$ cat src/hw/nvc_pkg.sv
// Purpose: Shared constants for the nonvolatile memory command controller
// Assumes: Byte-indexed registers, word aligned on Avalon-MM (byte addr = 4 * index)
// Notes: Register indices keep their printed values; bus address is index times four
package nvc_pkg;
  // Register indices
  localparam logic [3:0] NVC_IDX_CMD = 4'h0;
  localparam logic [3:0] NVC_IDX_PROT = 4'h1;
  localparam logic [3:0] NVC_IDX_STATE = 4'h2;
  localparam logic [3:0] NVC_IDX_IRQEN = 4'h3;
  localparam logic [3:0] NVC_IDX_IRQFLG = 4'h4;
  localparam logic [3:0] NVC_IDX_DATAL = 4'h6;
  localparam logic [3:0] NVC_IDX_DATAH = 4'h7;
  localparam logic [3:0] NVC_IDX_ADDRL = 4'h8;
  localparam logic [3:0] NVC_IDX_ADDRH = 4'h9;
  localparam logic [3:0] NVC_IDX_KEY = 4'hA;
  // Field positions
  localparam int NVC_BIT_APPPROT = 0;
  localparam int NVC_BIT_BOOTRDLK = 1;
  localparam int NVC_BIT_FLBSY = 0;
  localparam int NVC_BIT_EEBSY = 1;
  localparam int NVC_BIT_WERR = 2;
  localparam int NVC_BIT_EERDY = 0;
  // Reset values
  localparam logic [7:0] NVC_RST_BYTE = 8'h00;
  localparam logic [15:0] NVC_RST_WORD = 16'h0000;
  // Unlock key and window of four instructions
  // Unlock pattern is arbitrary; any byte unlikely to be written by accident
  localparam logic [7:0] NVC_UNLOCK_KEY = 8'hA5;
  localparam logic [2:0] NVC_KEY_WINDOW = 3'h4;
  // Commands
  localparam logic [2:0] NVC_CMD_NONE = 3'h0;
  localparam logic [2:0] NVC_CMD_WRITE = 3'h1;
  localparam logic [2:0] NVC_CMD_ERASE = 3'h2;
  localparam logic [2:0] NVC_CMD_ERWR = 3'h3;
  localparam logic [2:0] NVC_CMD_BUFCLR = 3'h4;
  localparam logic [2:0] NVC_CMD_FULLER = 3'h5;
  localparam logic [2:0] NVC_CMD_EEWIPE = 3'h6;
  localparam logic [2:0] NVC_CMD_FUSE = 3'h7;
  // Operation timing in cycles
  localparam logic [7:0] NVC_OP_CYCLES = 8'h10;
  localparam logic [7:0] NVC_BUFCLR_CYCLES = 8'h07;
  // Engine states
  typedef enum logic [2:0] {
    NVC_IDLE = 3'b001,
    NVC_RUN = 3'b010,
    NVC_DONE = 3'b100
  } nvc_state_e;
endpackage

$ cat src/hw/nvc_command_controller.sv
// Purpose: Register front end of the nonvolatile memory command controller
// Assumes: Avalon-MM slave, byte data in low bits, one wait state on every access
// Notes: Array operations are modelled by a timer; strobes to the arrays are pulses
//
// Decided for this implementation: the Avalon-MM slave port.
`timescale 1ns/10ps

// Notes on behaviour
// - Codes 0, 4, 6: none, buffer clear, EEPROM wipe
// - Codes 1-3 write, erase, erase-write page
// - Code 5 full erase; keep fuse spares EEPROM
// - Fuse program only from debug port
// - Boot lock makes boot reads return zero
// - Boot lock set from boot only, reset clears
// - Boot lock effective after first boot exit
// - App write protect set-only, blocks app writes
// - Write fault on mixed sections or protection
// - Busy flags while flash or EEPROM operate
// - Ready interrupt enable, level request
// - Ready flag set while idle, write one clears
// - Data word at 0x06, only read back
// - Address word at 0x08, set only by bus writes; picks EEPROM and protected range
// - Page buffer cleared after page write or erase, and after buffer clear
// - Unlocked-less command write leaves register unchanged
// - Interrupt while enabled and flag set
module nvc_command_controller
  import nvc_pkg::*;
#(
  parameter logic [15:0] EEPROM_BASE = 16'h1400,
  parameter logic [15:0] EEPROM_END = 16'h14FF,
  parameter logic [15:0] BOOT_END = 16'h01FF,
  parameter logic [15:0] APP_END = 16'h7FFF
) (
  input wire logic ref_clk,
  input wire logic rst_b,
  input wire logic [5:0] avs_address,
  input wire logic avs_read,
  input wire logic avs_write,
  input wire logic [31:0] avs_writedata,
  input wire logic [3:0] avs_byteenable,
  output logic [31:0] avs_readdata,
  output logic avs_waitrequest,
  output logic [1:0] avs_response,
  input wire logic dbgPortAccess,
  input wire logic cpuInBoot,
  input wire logic eepromKeepFuse,
  input wire logic pbufMixedSections,
  input wire logic [15:0] fetchAddr,
  input wire logic [15:0] fetchRawData,
  output logic [15:0] fetchData,
  output logic flashBusy,
  output logic eepromBusy,
  output logic arrayStartPulse,
  output logic [2:0] arrayCmd,
  output logic arrayKeepEeprom,
  output logic pbufClearPulse,
  output logic irqReq
);
  logic [2:0] cmd_q;
  logic appProt_q;
  logic boot_read_lock_q;
  logic lockArmed_q;
  logic wasInBoot_q;
  logic writeFault_q;
  logic irqEn_q;
  logic eeprom_ready_q;
  logic [15:0] data_q;
  logic [15:0] addr_q;
  logic [2:0] keyCnt_q;
  logic eeOp_q;
  nvc_state_e state_q;
  logic ack_q;
  logic [31:0] rdata_d;
  logic regHit;
  logic accessPend;
  logic wrStb;
  logic [3:0] idx;
  logic [7:0] wb;
  logic cmdAccept;
  logic cmdFault;
  logic cmdIsEe;
  logic busyNow;
  logic timerLoad;
  logic [7:0] timerCount;
  logic timerRunning;
  logic timerDone;
  logic bootSync1_q;
  logic bootSync2_q;
  logic keepSync1_q;
  logic keepSync2_q;
  logic dbgSync1_q;
  logic dbgSync2_q;

  // Boot, keep-fuse and debug pins pass two flops
  always_ff @(posedge ref_clk or negedge rst_b) begin
    if (!rst_b) begin
      bootSync1_q <= 1'b0;
      bootSync2_q <= 1'b0;
      keepSync1_q <= 1'b0;
      keepSync2_q <= 1'b0;
      dbgSync1_q <= 1'b0;
      dbgSync2_q <= 1'b0;
    end else begin
      bootSync1_q <= cpuInBoot;
      bootSync2_q <= bootSync1_q;
      keepSync1_q <= eepromKeepFuse;
      keepSync2_q <= keepSync1_q;
      dbgSync1_q <= dbgPortAccess;
      dbgSync2_q <= dbgSync1_q;
    end
  end

  // Bus decode; access completes one cycle after it is seen
  assign accessPend = (avs_read | avs_write) & ~ack_q;
  assign wrStb = avs_write & ack_q;
  assign idx = avs_address[5:2];
  assign wb = avs_writedata[7:0];
  assign regHit = (avs_address[1:0] == 2'b00) && (idx <= NVC_IDX_KEY) && (idx != 4'h5);
  assign busyNow = (state_q != NVC_IDLE);

  // Command acceptance: key window, busy and origin checks
  always_comb begin
    cmdIsEe = (addr_q >= EEPROM_BASE) && (addr_q <= EEPROM_END);
    cmdAccept = 1'b0;
    cmdFault = 1'b0;
    if (wrStb && avs_byteenable[0] && idx == NVC_IDX_CMD && keyCnt_q != 3'h0
        && !busyNow) begin
      cmdAccept = (wb[2:0] != NVC_CMD_FUSE) || dbgSync2_q;
      if (wb[2:0] == NVC_CMD_WRITE || wb[2:0] == NVC_CMD_ERWR || wb[2:0] == NVC_CMD_ERASE) begin
        cmdFault = pbufMixedSections
          || (appProt_q && addr_q > BOOT_END && addr_q <= APP_END);
      end
    end
  end

  // Timer length: buffer clear is short, others nominal
  assign timerLoad = cmdAccept && !cmdFault && wb[2:0] != NVC_CMD_NONE;
  assign timerCount = (wb[2:0] == NVC_CMD_BUFCLR) ? NVC_BUFCLR_CYCLES : NVC_OP_CYCLES;

  nvc_op_timer #(
    .WIDTH(8)
  ) u_timer (
    .ref_clk(ref_clk),
    .rst_b(rst_b),
    .load(timerLoad),
    .count(timerCount),
    .running(timerRunning),
    .done(timerDone)
  );

  // Key window counts down each cycle, standing in for instructions
  always_ff @(posedge ref_clk or negedge rst_b) begin
    if (!rst_b) begin
      keyCnt_q <= 3'h0;
    end else if (wrStb && avs_byteenable[0] && idx == NVC_IDX_KEY && wb == NVC_UNLOCK_KEY) begin
      keyCnt_q <= NVC_KEY_WINDOW;
    end else if (wrStb && idx == NVC_IDX_CMD) begin
      keyCnt_q <= 3'h0;
    end else if (keyCnt_q != 3'h0) begin
      keyCnt_q <= keyCnt_q - 3'h1;
    end
  end

  // Command register and operation engine
  always_ff @(posedge ref_clk or negedge rst_b) begin
    if (!rst_b) begin
      cmd_q <= NVC_CMD_NONE;
      state_q <= NVC_IDLE;
      eeOp_q <= 1'b0;
      arrayStartPulse <= 1'b0;
      arrayCmd <= NVC_CMD_NONE;
      arrayKeepEeprom <= 1'b0;
      pbufClearPulse <= 1'b0;
    end else begin
      arrayStartPulse <= 1'b0;
      pbufClearPulse <= 1'b0;
      unique case (state_q)
        NVC_IDLE: begin
          if (timerLoad) begin
            cmd_q <= wb[2:0];
            arrayCmd <= wb[2:0];
            arrayKeepEeprom <= (wb[2:0] == NVC_CMD_FULLER) && keepSync2_q;
            arrayStartPulse <= 1'b1;
            eeOp_q <= (wb[2:0] == NVC_CMD_EEWIPE)
              || ((wb[2:0] == NVC_CMD_FULLER) && !keepSync2_q)
              || (cmdIsEe && wb[2:0] <= NVC_CMD_ERWR);
            state_q <= NVC_RUN;
          end else if (cmdAccept) begin
            cmd_q <= wb[2:0];
          end
        end
        NVC_RUN: begin
          if (timerDone) begin
            state_q <= NVC_DONE;
          end
        end
        NVC_DONE: begin
          // Buffer cleared after page operations and explicit clears
          pbufClearPulse <= (cmd_q <= NVC_CMD_BUFCLR);
          cmd_q <= NVC_CMD_NONE;
          eeOp_q <= 1'b0;
          state_q <= NVC_IDLE;
        end
      endcase
    end
  end

  // Busy flags follow the running operation
  always_ff @(posedge ref_clk or negedge rst_b) begin
    if (!rst_b) begin
      flashBusy <= 1'b0;
      eepromBusy <= 1'b0;
    end else begin
      flashBusy <= (state_q == NVC_RUN) && !eeOp_q;
      eepromBusy <= (state_q == NVC_RUN) && eeOp_q;
    end
  end

  // Write fault holds the outcome of the last attempted operation
  always_ff @(posedge ref_clk or negedge rst_b) begin
    if (!rst_b) begin
      writeFault_q <= 1'b0;
    end else if (cmdAccept && wb[2:0] != NVC_CMD_NONE) begin
      writeFault_q <= cmdFault;
    end
  end

  // Protection bits are set-only; boot lock write allowed from boot code
  always_ff @(posedge ref_clk or negedge rst_b) begin
    if (!rst_b) begin
      appProt_q <= 1'b0;
      boot_read_lock_q <= 1'b0;
    end else if (wrStb && avs_byteenable[0] && idx == NVC_IDX_PROT) begin
      if (wb[NVC_BIT_APPPROT]) begin
        appProt_q <= 1'b1;
      end
      if (wb[NVC_BIT_BOOTRDLK] && bootSync2_q) begin
        boot_read_lock_q <= 1'b1;
      end
    end
  end

  // Lock arms on first exit from boot after being set
  always_ff @(posedge ref_clk or negedge rst_b) begin
    if (!rst_b) begin
      lockArmed_q <= 1'b0;
      wasInBoot_q <= 1'b0;
    end else begin
      wasInBoot_q <= bootSync2_q;
      if (boot_read_lock_q && wasInBoot_q && !bootSync2_q) begin
        lockArmed_q <= 1'b1;
      end
    end
  end

  // Fetch path; boot data zeroed once armed
  always_ff @(posedge ref_clk or negedge rst_b) begin
    if (!rst_b) begin
      fetchData <= NVC_RST_WORD;
    end else if (lockArmed_q && fetchAddr <= BOOT_END) begin
      fetchData <= NVC_RST_WORD;
    end else begin
      fetchData <= fetchRawData;
    end
  end

  // Ready flag: set wins over software clear while idle
  always_ff @(posedge ref_clk or negedge rst_b) begin
    if (!rst_b) begin
      eeprom_ready_q <= 1'b0;
    end else if (!busyNow) begin
      eeprom_ready_q <= 1'b1;
    end else if (wrStb && idx == NVC_IDX_IRQFLG && wb[NVC_BIT_EERDY]) begin
      eeprom_ready_q <= 1'b0;
    end
  end

  // Interrupt enable and level request
  always_ff @(posedge ref_clk or negedge rst_b) begin
    if (!rst_b) begin
      irqEn_q <= 1'b0;
      irqReq <= 1'b0;
    end else begin
      if (wrStb && avs_byteenable[0] && idx == NVC_IDX_IRQEN) begin
        irqEn_q <= wb[NVC_BIT_EERDY];
      end
      irqReq <= irqEn_q && eeprom_ready_q;
    end
  end

  // Data and address words; written only by bus byte writes
  always_ff @(posedge ref_clk or negedge rst_b) begin
    if (!rst_b) begin
      data_q <= NVC_RST_WORD;
      addr_q <= NVC_RST_WORD;
    end else if (wrStb && avs_byteenable[0]) begin
      unique case (idx)
        NVC_IDX_DATAL: data_q[7:0] <= wb;
        NVC_IDX_DATAH: data_q[15:8] <= wb;
        NVC_IDX_ADDRL: addr_q[7:0] <= wb;
        NVC_IDX_ADDRH: addr_q[15:8] <= wb;
        default: begin
        end
      endcase
    end
  end

  // Read mux
  always_comb begin
    rdata_d = 32'h0000_0000;
    unique case (idx)
      NVC_IDX_CMD: rdata_d[2:0] = cmd_q;
      NVC_IDX_PROT: rdata_d[1:0] = {boot_read_lock_q, appProt_q};
      NVC_IDX_STATE: rdata_d[2:0] = {writeFault_q, eepromBusy, flashBusy};
      NVC_IDX_IRQEN: rdata_d[0] = irqEn_q;
      NVC_IDX_IRQFLG: rdata_d[0] = eeprom_ready_q;
      NVC_IDX_DATAL: rdata_d[7:0] = data_q[7:0];
      NVC_IDX_DATAH: rdata_d[7:0] = data_q[15:8];
      NVC_IDX_ADDRL: rdata_d[7:0] = addr_q[7:0];
      NVC_IDX_ADDRH: rdata_d[7:0] = addr_q[15:8];
      default: rdata_d = 32'h0000_0000;
    endcase
  end

  // One wait state; unmapped gives slave error response
  always_ff @(posedge ref_clk or negedge rst_b) begin
    if (!rst_b) begin
      ack_q <= 1'b0;
      avs_readdata <= 32'h0000_0000;
      avs_response <= 2'b00;
    end else begin
      ack_q <= accessPend;
      if (accessPend) begin
        avs_readdata <= (avs_read && regHit) ? rdata_d : 32'h0000_0000;
        avs_response <= regHit ? 2'b00 : 2'b10;
      end
    end
  end

  // Waitrequest held high except for the acknowledge cycle
  always_ff @(posedge ref_clk or negedge rst_b) begin
    if (!rst_b) begin
      avs_waitrequest <= 1'b1;
    end else begin
      avs_waitrequest <= ~accessPend;
    end
  end
endmodule // nvc_command_controller

$ cat src/hw/nvc_op_timer.sv
// Purpose: Countdown timer standing in for array operation duration
// Assumes: load pulse with nonzero count
// Notes: done pulses once when the count expires
`timescale 1ns/10ps
module nvc_op_timer #(
  parameter int WIDTH = 8
) (
  input wire logic ref_clk,
  input wire logic rst_b,
  input wire logic load,
  input wire logic [WIDTH-1:0] count,
  output logic running,
  output logic done
);
  logic [WIDTH-1:0] cnt_q;

  initial begin
    if (WIDTH < 2) $error("WIDTH too small");
  end

  // Countdown; done fires on the last tick
  always_ff @(posedge ref_clk or negedge rst_b) begin
    if (!rst_b) begin
      cnt_q <= '0;
      running <= 1'b0;
      done <= 1'b0;
    end else begin
      done <= 1'b0;
      if (load) begin
        cnt_q <= count;
        running <= 1'b1;
      end else if (running) begin
        if (cnt_q <= WIDTH'(1)) begin
          running <= 1'b0;
          done <= 1'b1;
        end else begin
          cnt_q <= cnt_q - WIDTH'(1);
        end
      end
    end
  end
endmodule // nvc_op_timer

$ cat config.mk
export PLATFORM = sky130hd
export DESIGN_NAME = nvc_command_controller
export DESIGN_NICKNAME = d
export VERILOG_FILES = /design/src/hw/nvc_pkg.sv /design/src/hw/nvc_command_controller.sv /design/src/hw/nvc_op_timer.sv
export SDC_FILE = /design/constraint.sdc
export NUM_CORES = 1
export LEC_CHECK = 0
export BUFFER_PORTS_ARGS = -buffer_cell sky130_fd_sc_hd__buf_2
export CORE_MARGIN = 4
export CORE_UTILIZATION = 40
export DETAILED_ROUTE_END_ITERATION = 12
export GPL_TIMING_DRIVEN = 0
export PLACE_DENSITY_LB_ADDON = 0.15
export SLEW_MARGIN = 15
export SYNTH_ARGS = -nofsm -noshare
export SYNTH_HDL_FRONTEND = slang
export SYNTH_SLANG_ARGS = --single-unit
$ cat constraint.sdc
create_clock -name ref_clk -period 6.98 [get_ports ref_clk]
set_input_delay 0.698 -clock ref_clk [delete_from_list [all_inputs] [get_ports ref_clk]]
set_output_delay 0.698 -clock ref_clk [all_outputs]
set_load 0.01 [all_outputs]
==> impl_metrics.tcl <==
set metrics [dict create \
    drt_iter0_markers 147 \
    synth_top_family_by_area "simple AND/OR/NAND/NOR gates" \
    dieArea_um2 13700 \
    startpoint_type "flop" \
    dp_hpwl_um 7850 \
    cts_hold_buf 0 \
    cts_buffers 9 \
    floorplan.initialDensity_pct 41.2 \
    relSlewSlack_pct 37.9 \
    die_w_um 117 \
    fin_crit_ps 2680 \
    setup_viol 0 \
    cpMostUsedCell "ha_1" \
    die_y_um 117 \
    critPathMaxFanout 10 \
    dp_cells 650 \
    p_comb_share_pct 14.4 \
    synth-adder-area-share_pct 1.05 \
    synthSimpleGateAreaFrac_pct 15.4 \
    cap_violations 0 \
    hold_ws_ps 247 \
    seq_area_frac_synth_pct 53.3 \
    clock_sinks 101 \
    io_pins 142 \
    nFillCells 1041 \
    wire_per_inst_um 15.7 \
    p_sw_uw 332 \
    r2r_slack_ps 4300 \
    wirelength_um 10500 \
    htreeDepth 3 \
    drc 0 \
    p_seq_share_pct 51.2 \
    synthXorXnorAreaFrac_pct 0.923 \
    grt_pass1_vias 3169 \
    drv_slew 0 \
    overflow 0 \
    synth_cells 405 \
    ys_ff_latch 101 \
    groute.usage.overall_pct 15.7 \
    power.density_nw_per_um2 228 \
    fmax_mhz 373 \
    cts_tree "done" \
    status "completed" \
    p_sw_share_pct 25.5 \
    grt_max_degree 69 \
    worst_r2r_path_depth 9 \
    cp_top_family "compound AO/OA/AOI/OAI gates" \
    synth.mux.area_fraction_pct 12.9 \
    synthToLayoutAreaGrowth_pct 20.0 \
    syn_area_per_cell_um2 11.7 \
    grt_pass1_wl_um 16600 \
    ant_nets 0 \
    synth_edf_count 0 \
    required_ps 7200 \
    synth_compound_area_share_pct 9.86 \
    antenna_found_initial 0 \
    crit_chain "inv_1 -> ha_1 -> ha_1 -> nor4b_1 -> o2111ai_1 -> o311ai_2 -> buf_6 -> nand2_2 -> o21a_1" \
    worst_setup_path_end_kind "flop" \
    async_reset_ff_share_pct 100 \
    ctsResizeCount 0 \
    r2r-start "keyCnt_q[0]" \
    worstMarginPinSlew_ps 928 \
    synth_flop_cell "dfrtp_1" \
    core_area_um2 11500 \
    clock_skew_ps 6.74 \
    via_per_inst 5.00 \
    post_cts_buffers 0 \
    clockBufferDepth 2 \
    drtPass1Iterations 4 \
    path_class "reg -> reg" \
    p_leak_uw 0.00277 \
    final-hold-violation-count 0 \
    layout.cells.non_filler 666 \
    crit_buf_inv 2 \
    root_buffer "clkbuf_16" \
    fin_nets 604 \
    regArea_um2 2530 \
    layout_commonest_cell "dfrtp_1" \
    multi_input_area_um2 2000 \
    vias 3331 \
    ir_worst_vdd_mv 0.111 \
    synth_warnings 0 \
    yosysUniqueCellTypes 67 \
    placementRows 39 \
    final_cell_mix "dfrtp_1, buf_2, mux2_2" \
    power.internal_uw 967 \
    period_share_pct 38.4 \
    drive_above_1_share_pct 34.0 \
    gp_congestion 0.872 \
    fin_setup_tns_ps 0 \
    pwr-share-clk_pct 34.5 \
    crit_slowest_cell "o311ai_2" \
    port_buffers 77 \
    clkTransAtPathRegs_ps 60 \
    rsz0062_at_grt "no" \
    holdCritPathClass "in -> async" \
    crit_path_max_incr_delay_ps 610 \
    reg2reg_to "u_timer.cnt_q[2]" \
    cp_data_arrival_time_ps 2900 \
    antennaDiodeCount 0 \
    synth.cell_area_um2 4750 \
    clk_latency_ps 330 \
]
[state kept, by name, summed over array words and instances (netlist names), 3 cells and up]
signal         count
addr_q            16
data_q            16
fetchData         16
avs_readdata       8
u_timer.cnt_q      8
arrayCmd           3
cmd_q              3
keyCnt_q           3
state_q            3
[kinds of logic (layout without fill, tap and decap cells)]
| logic type | after synthesis | in the layout |
|---|---|---|
| AOI/OAI and AO/OA | 61 | 61 |
| xor gates and xnor gates | 5 | 5 |
| adders and majority gates | 4 | 4 |
| buffers and inverters | 53 | 147 |
| DFF | 101 | 101 |
| muxes | 55 | 55 |
| other | 1 | 25 |
| and+or+nand+nor | 125 | 125 |
[power groups by stage]
stage               Sequential, uW  Combinational (uW)  Clock, uW
finish                         665                 187        448
floorplan                      671                 124          0
global route                   672                 212        486
detailed placement             676                 190          0
global placement               674                 181          0
CTS                            665                 191        463
[synthesized netlist by cell type (5+ instances only)]
cell type	instances	area, um^2
nor2b_1	5	31.3
nor4b_1	5	43.8
buf_4	26	195
a21oi_1	8	40.0
inv_1	10	37.5
nand2_1	28	105
o22ai_1	7	43.8
clkbuf_1	11	41.3
o21ai_0	10	50.1
mux2_2	40	450
nor2_1	23	86.3
dfrtp_1	99	2480
and2_1	18	113
nand2b_1	5	31.3
a22o_1	6	52.6
mux2i_1	14	140
[routing by layer]
layer  vias up  share of wire (%)  global-route usage [%]
met3         7                7.1                    3.80
met5         -                  0                       0
met2       102                 45                    24.2
met4         0               0.99                    5.50
met1      1597                 47                    21.9
li1       1625                  -                       -
[worst max path at each step]
stage	startpoint	end	cells after the start
after detailed placement	avs_address[2]	data_q[11]	5
after global routing	keyCnt_q[0]	u_timer.cnt_q[2]	9
after floorplan	keyCnt_q[0]	u_timer.cnt_q[2]	9
final	keyCnt_q[0]	u_timer.cnt_q[2]	9
after global placement	rst_b	avs_readdata[6]	1
after CTS	keyCnt_q[0]	u_timer.cnt_q[2]	9
[final cells by class]
cell class	count	area share, %
multi-input cells	275	35.1
repair buffers	78	7.36
inverters	10	0.659
flip-flops and latches	101	44.4
clock inverters	5	0.505
clock buffers	11	4.09
well taps	143	3.14
plain buffers	43	4.72
[stage by stage]
stage	setup WS, ps	util, %	total power, uW	cell area [um^2]
after global routing	4100	49.5	1370	5700
after detailed placement	4220	47.2	866	5440
after floorplan	4630	-	796	4840
final	4300	49.5	1300	5700
after global placement	4150	46.9	855	5400
after CTS	4240	49.5	1320	5700
Note: power is estimated with default switching activity, not from simulation.
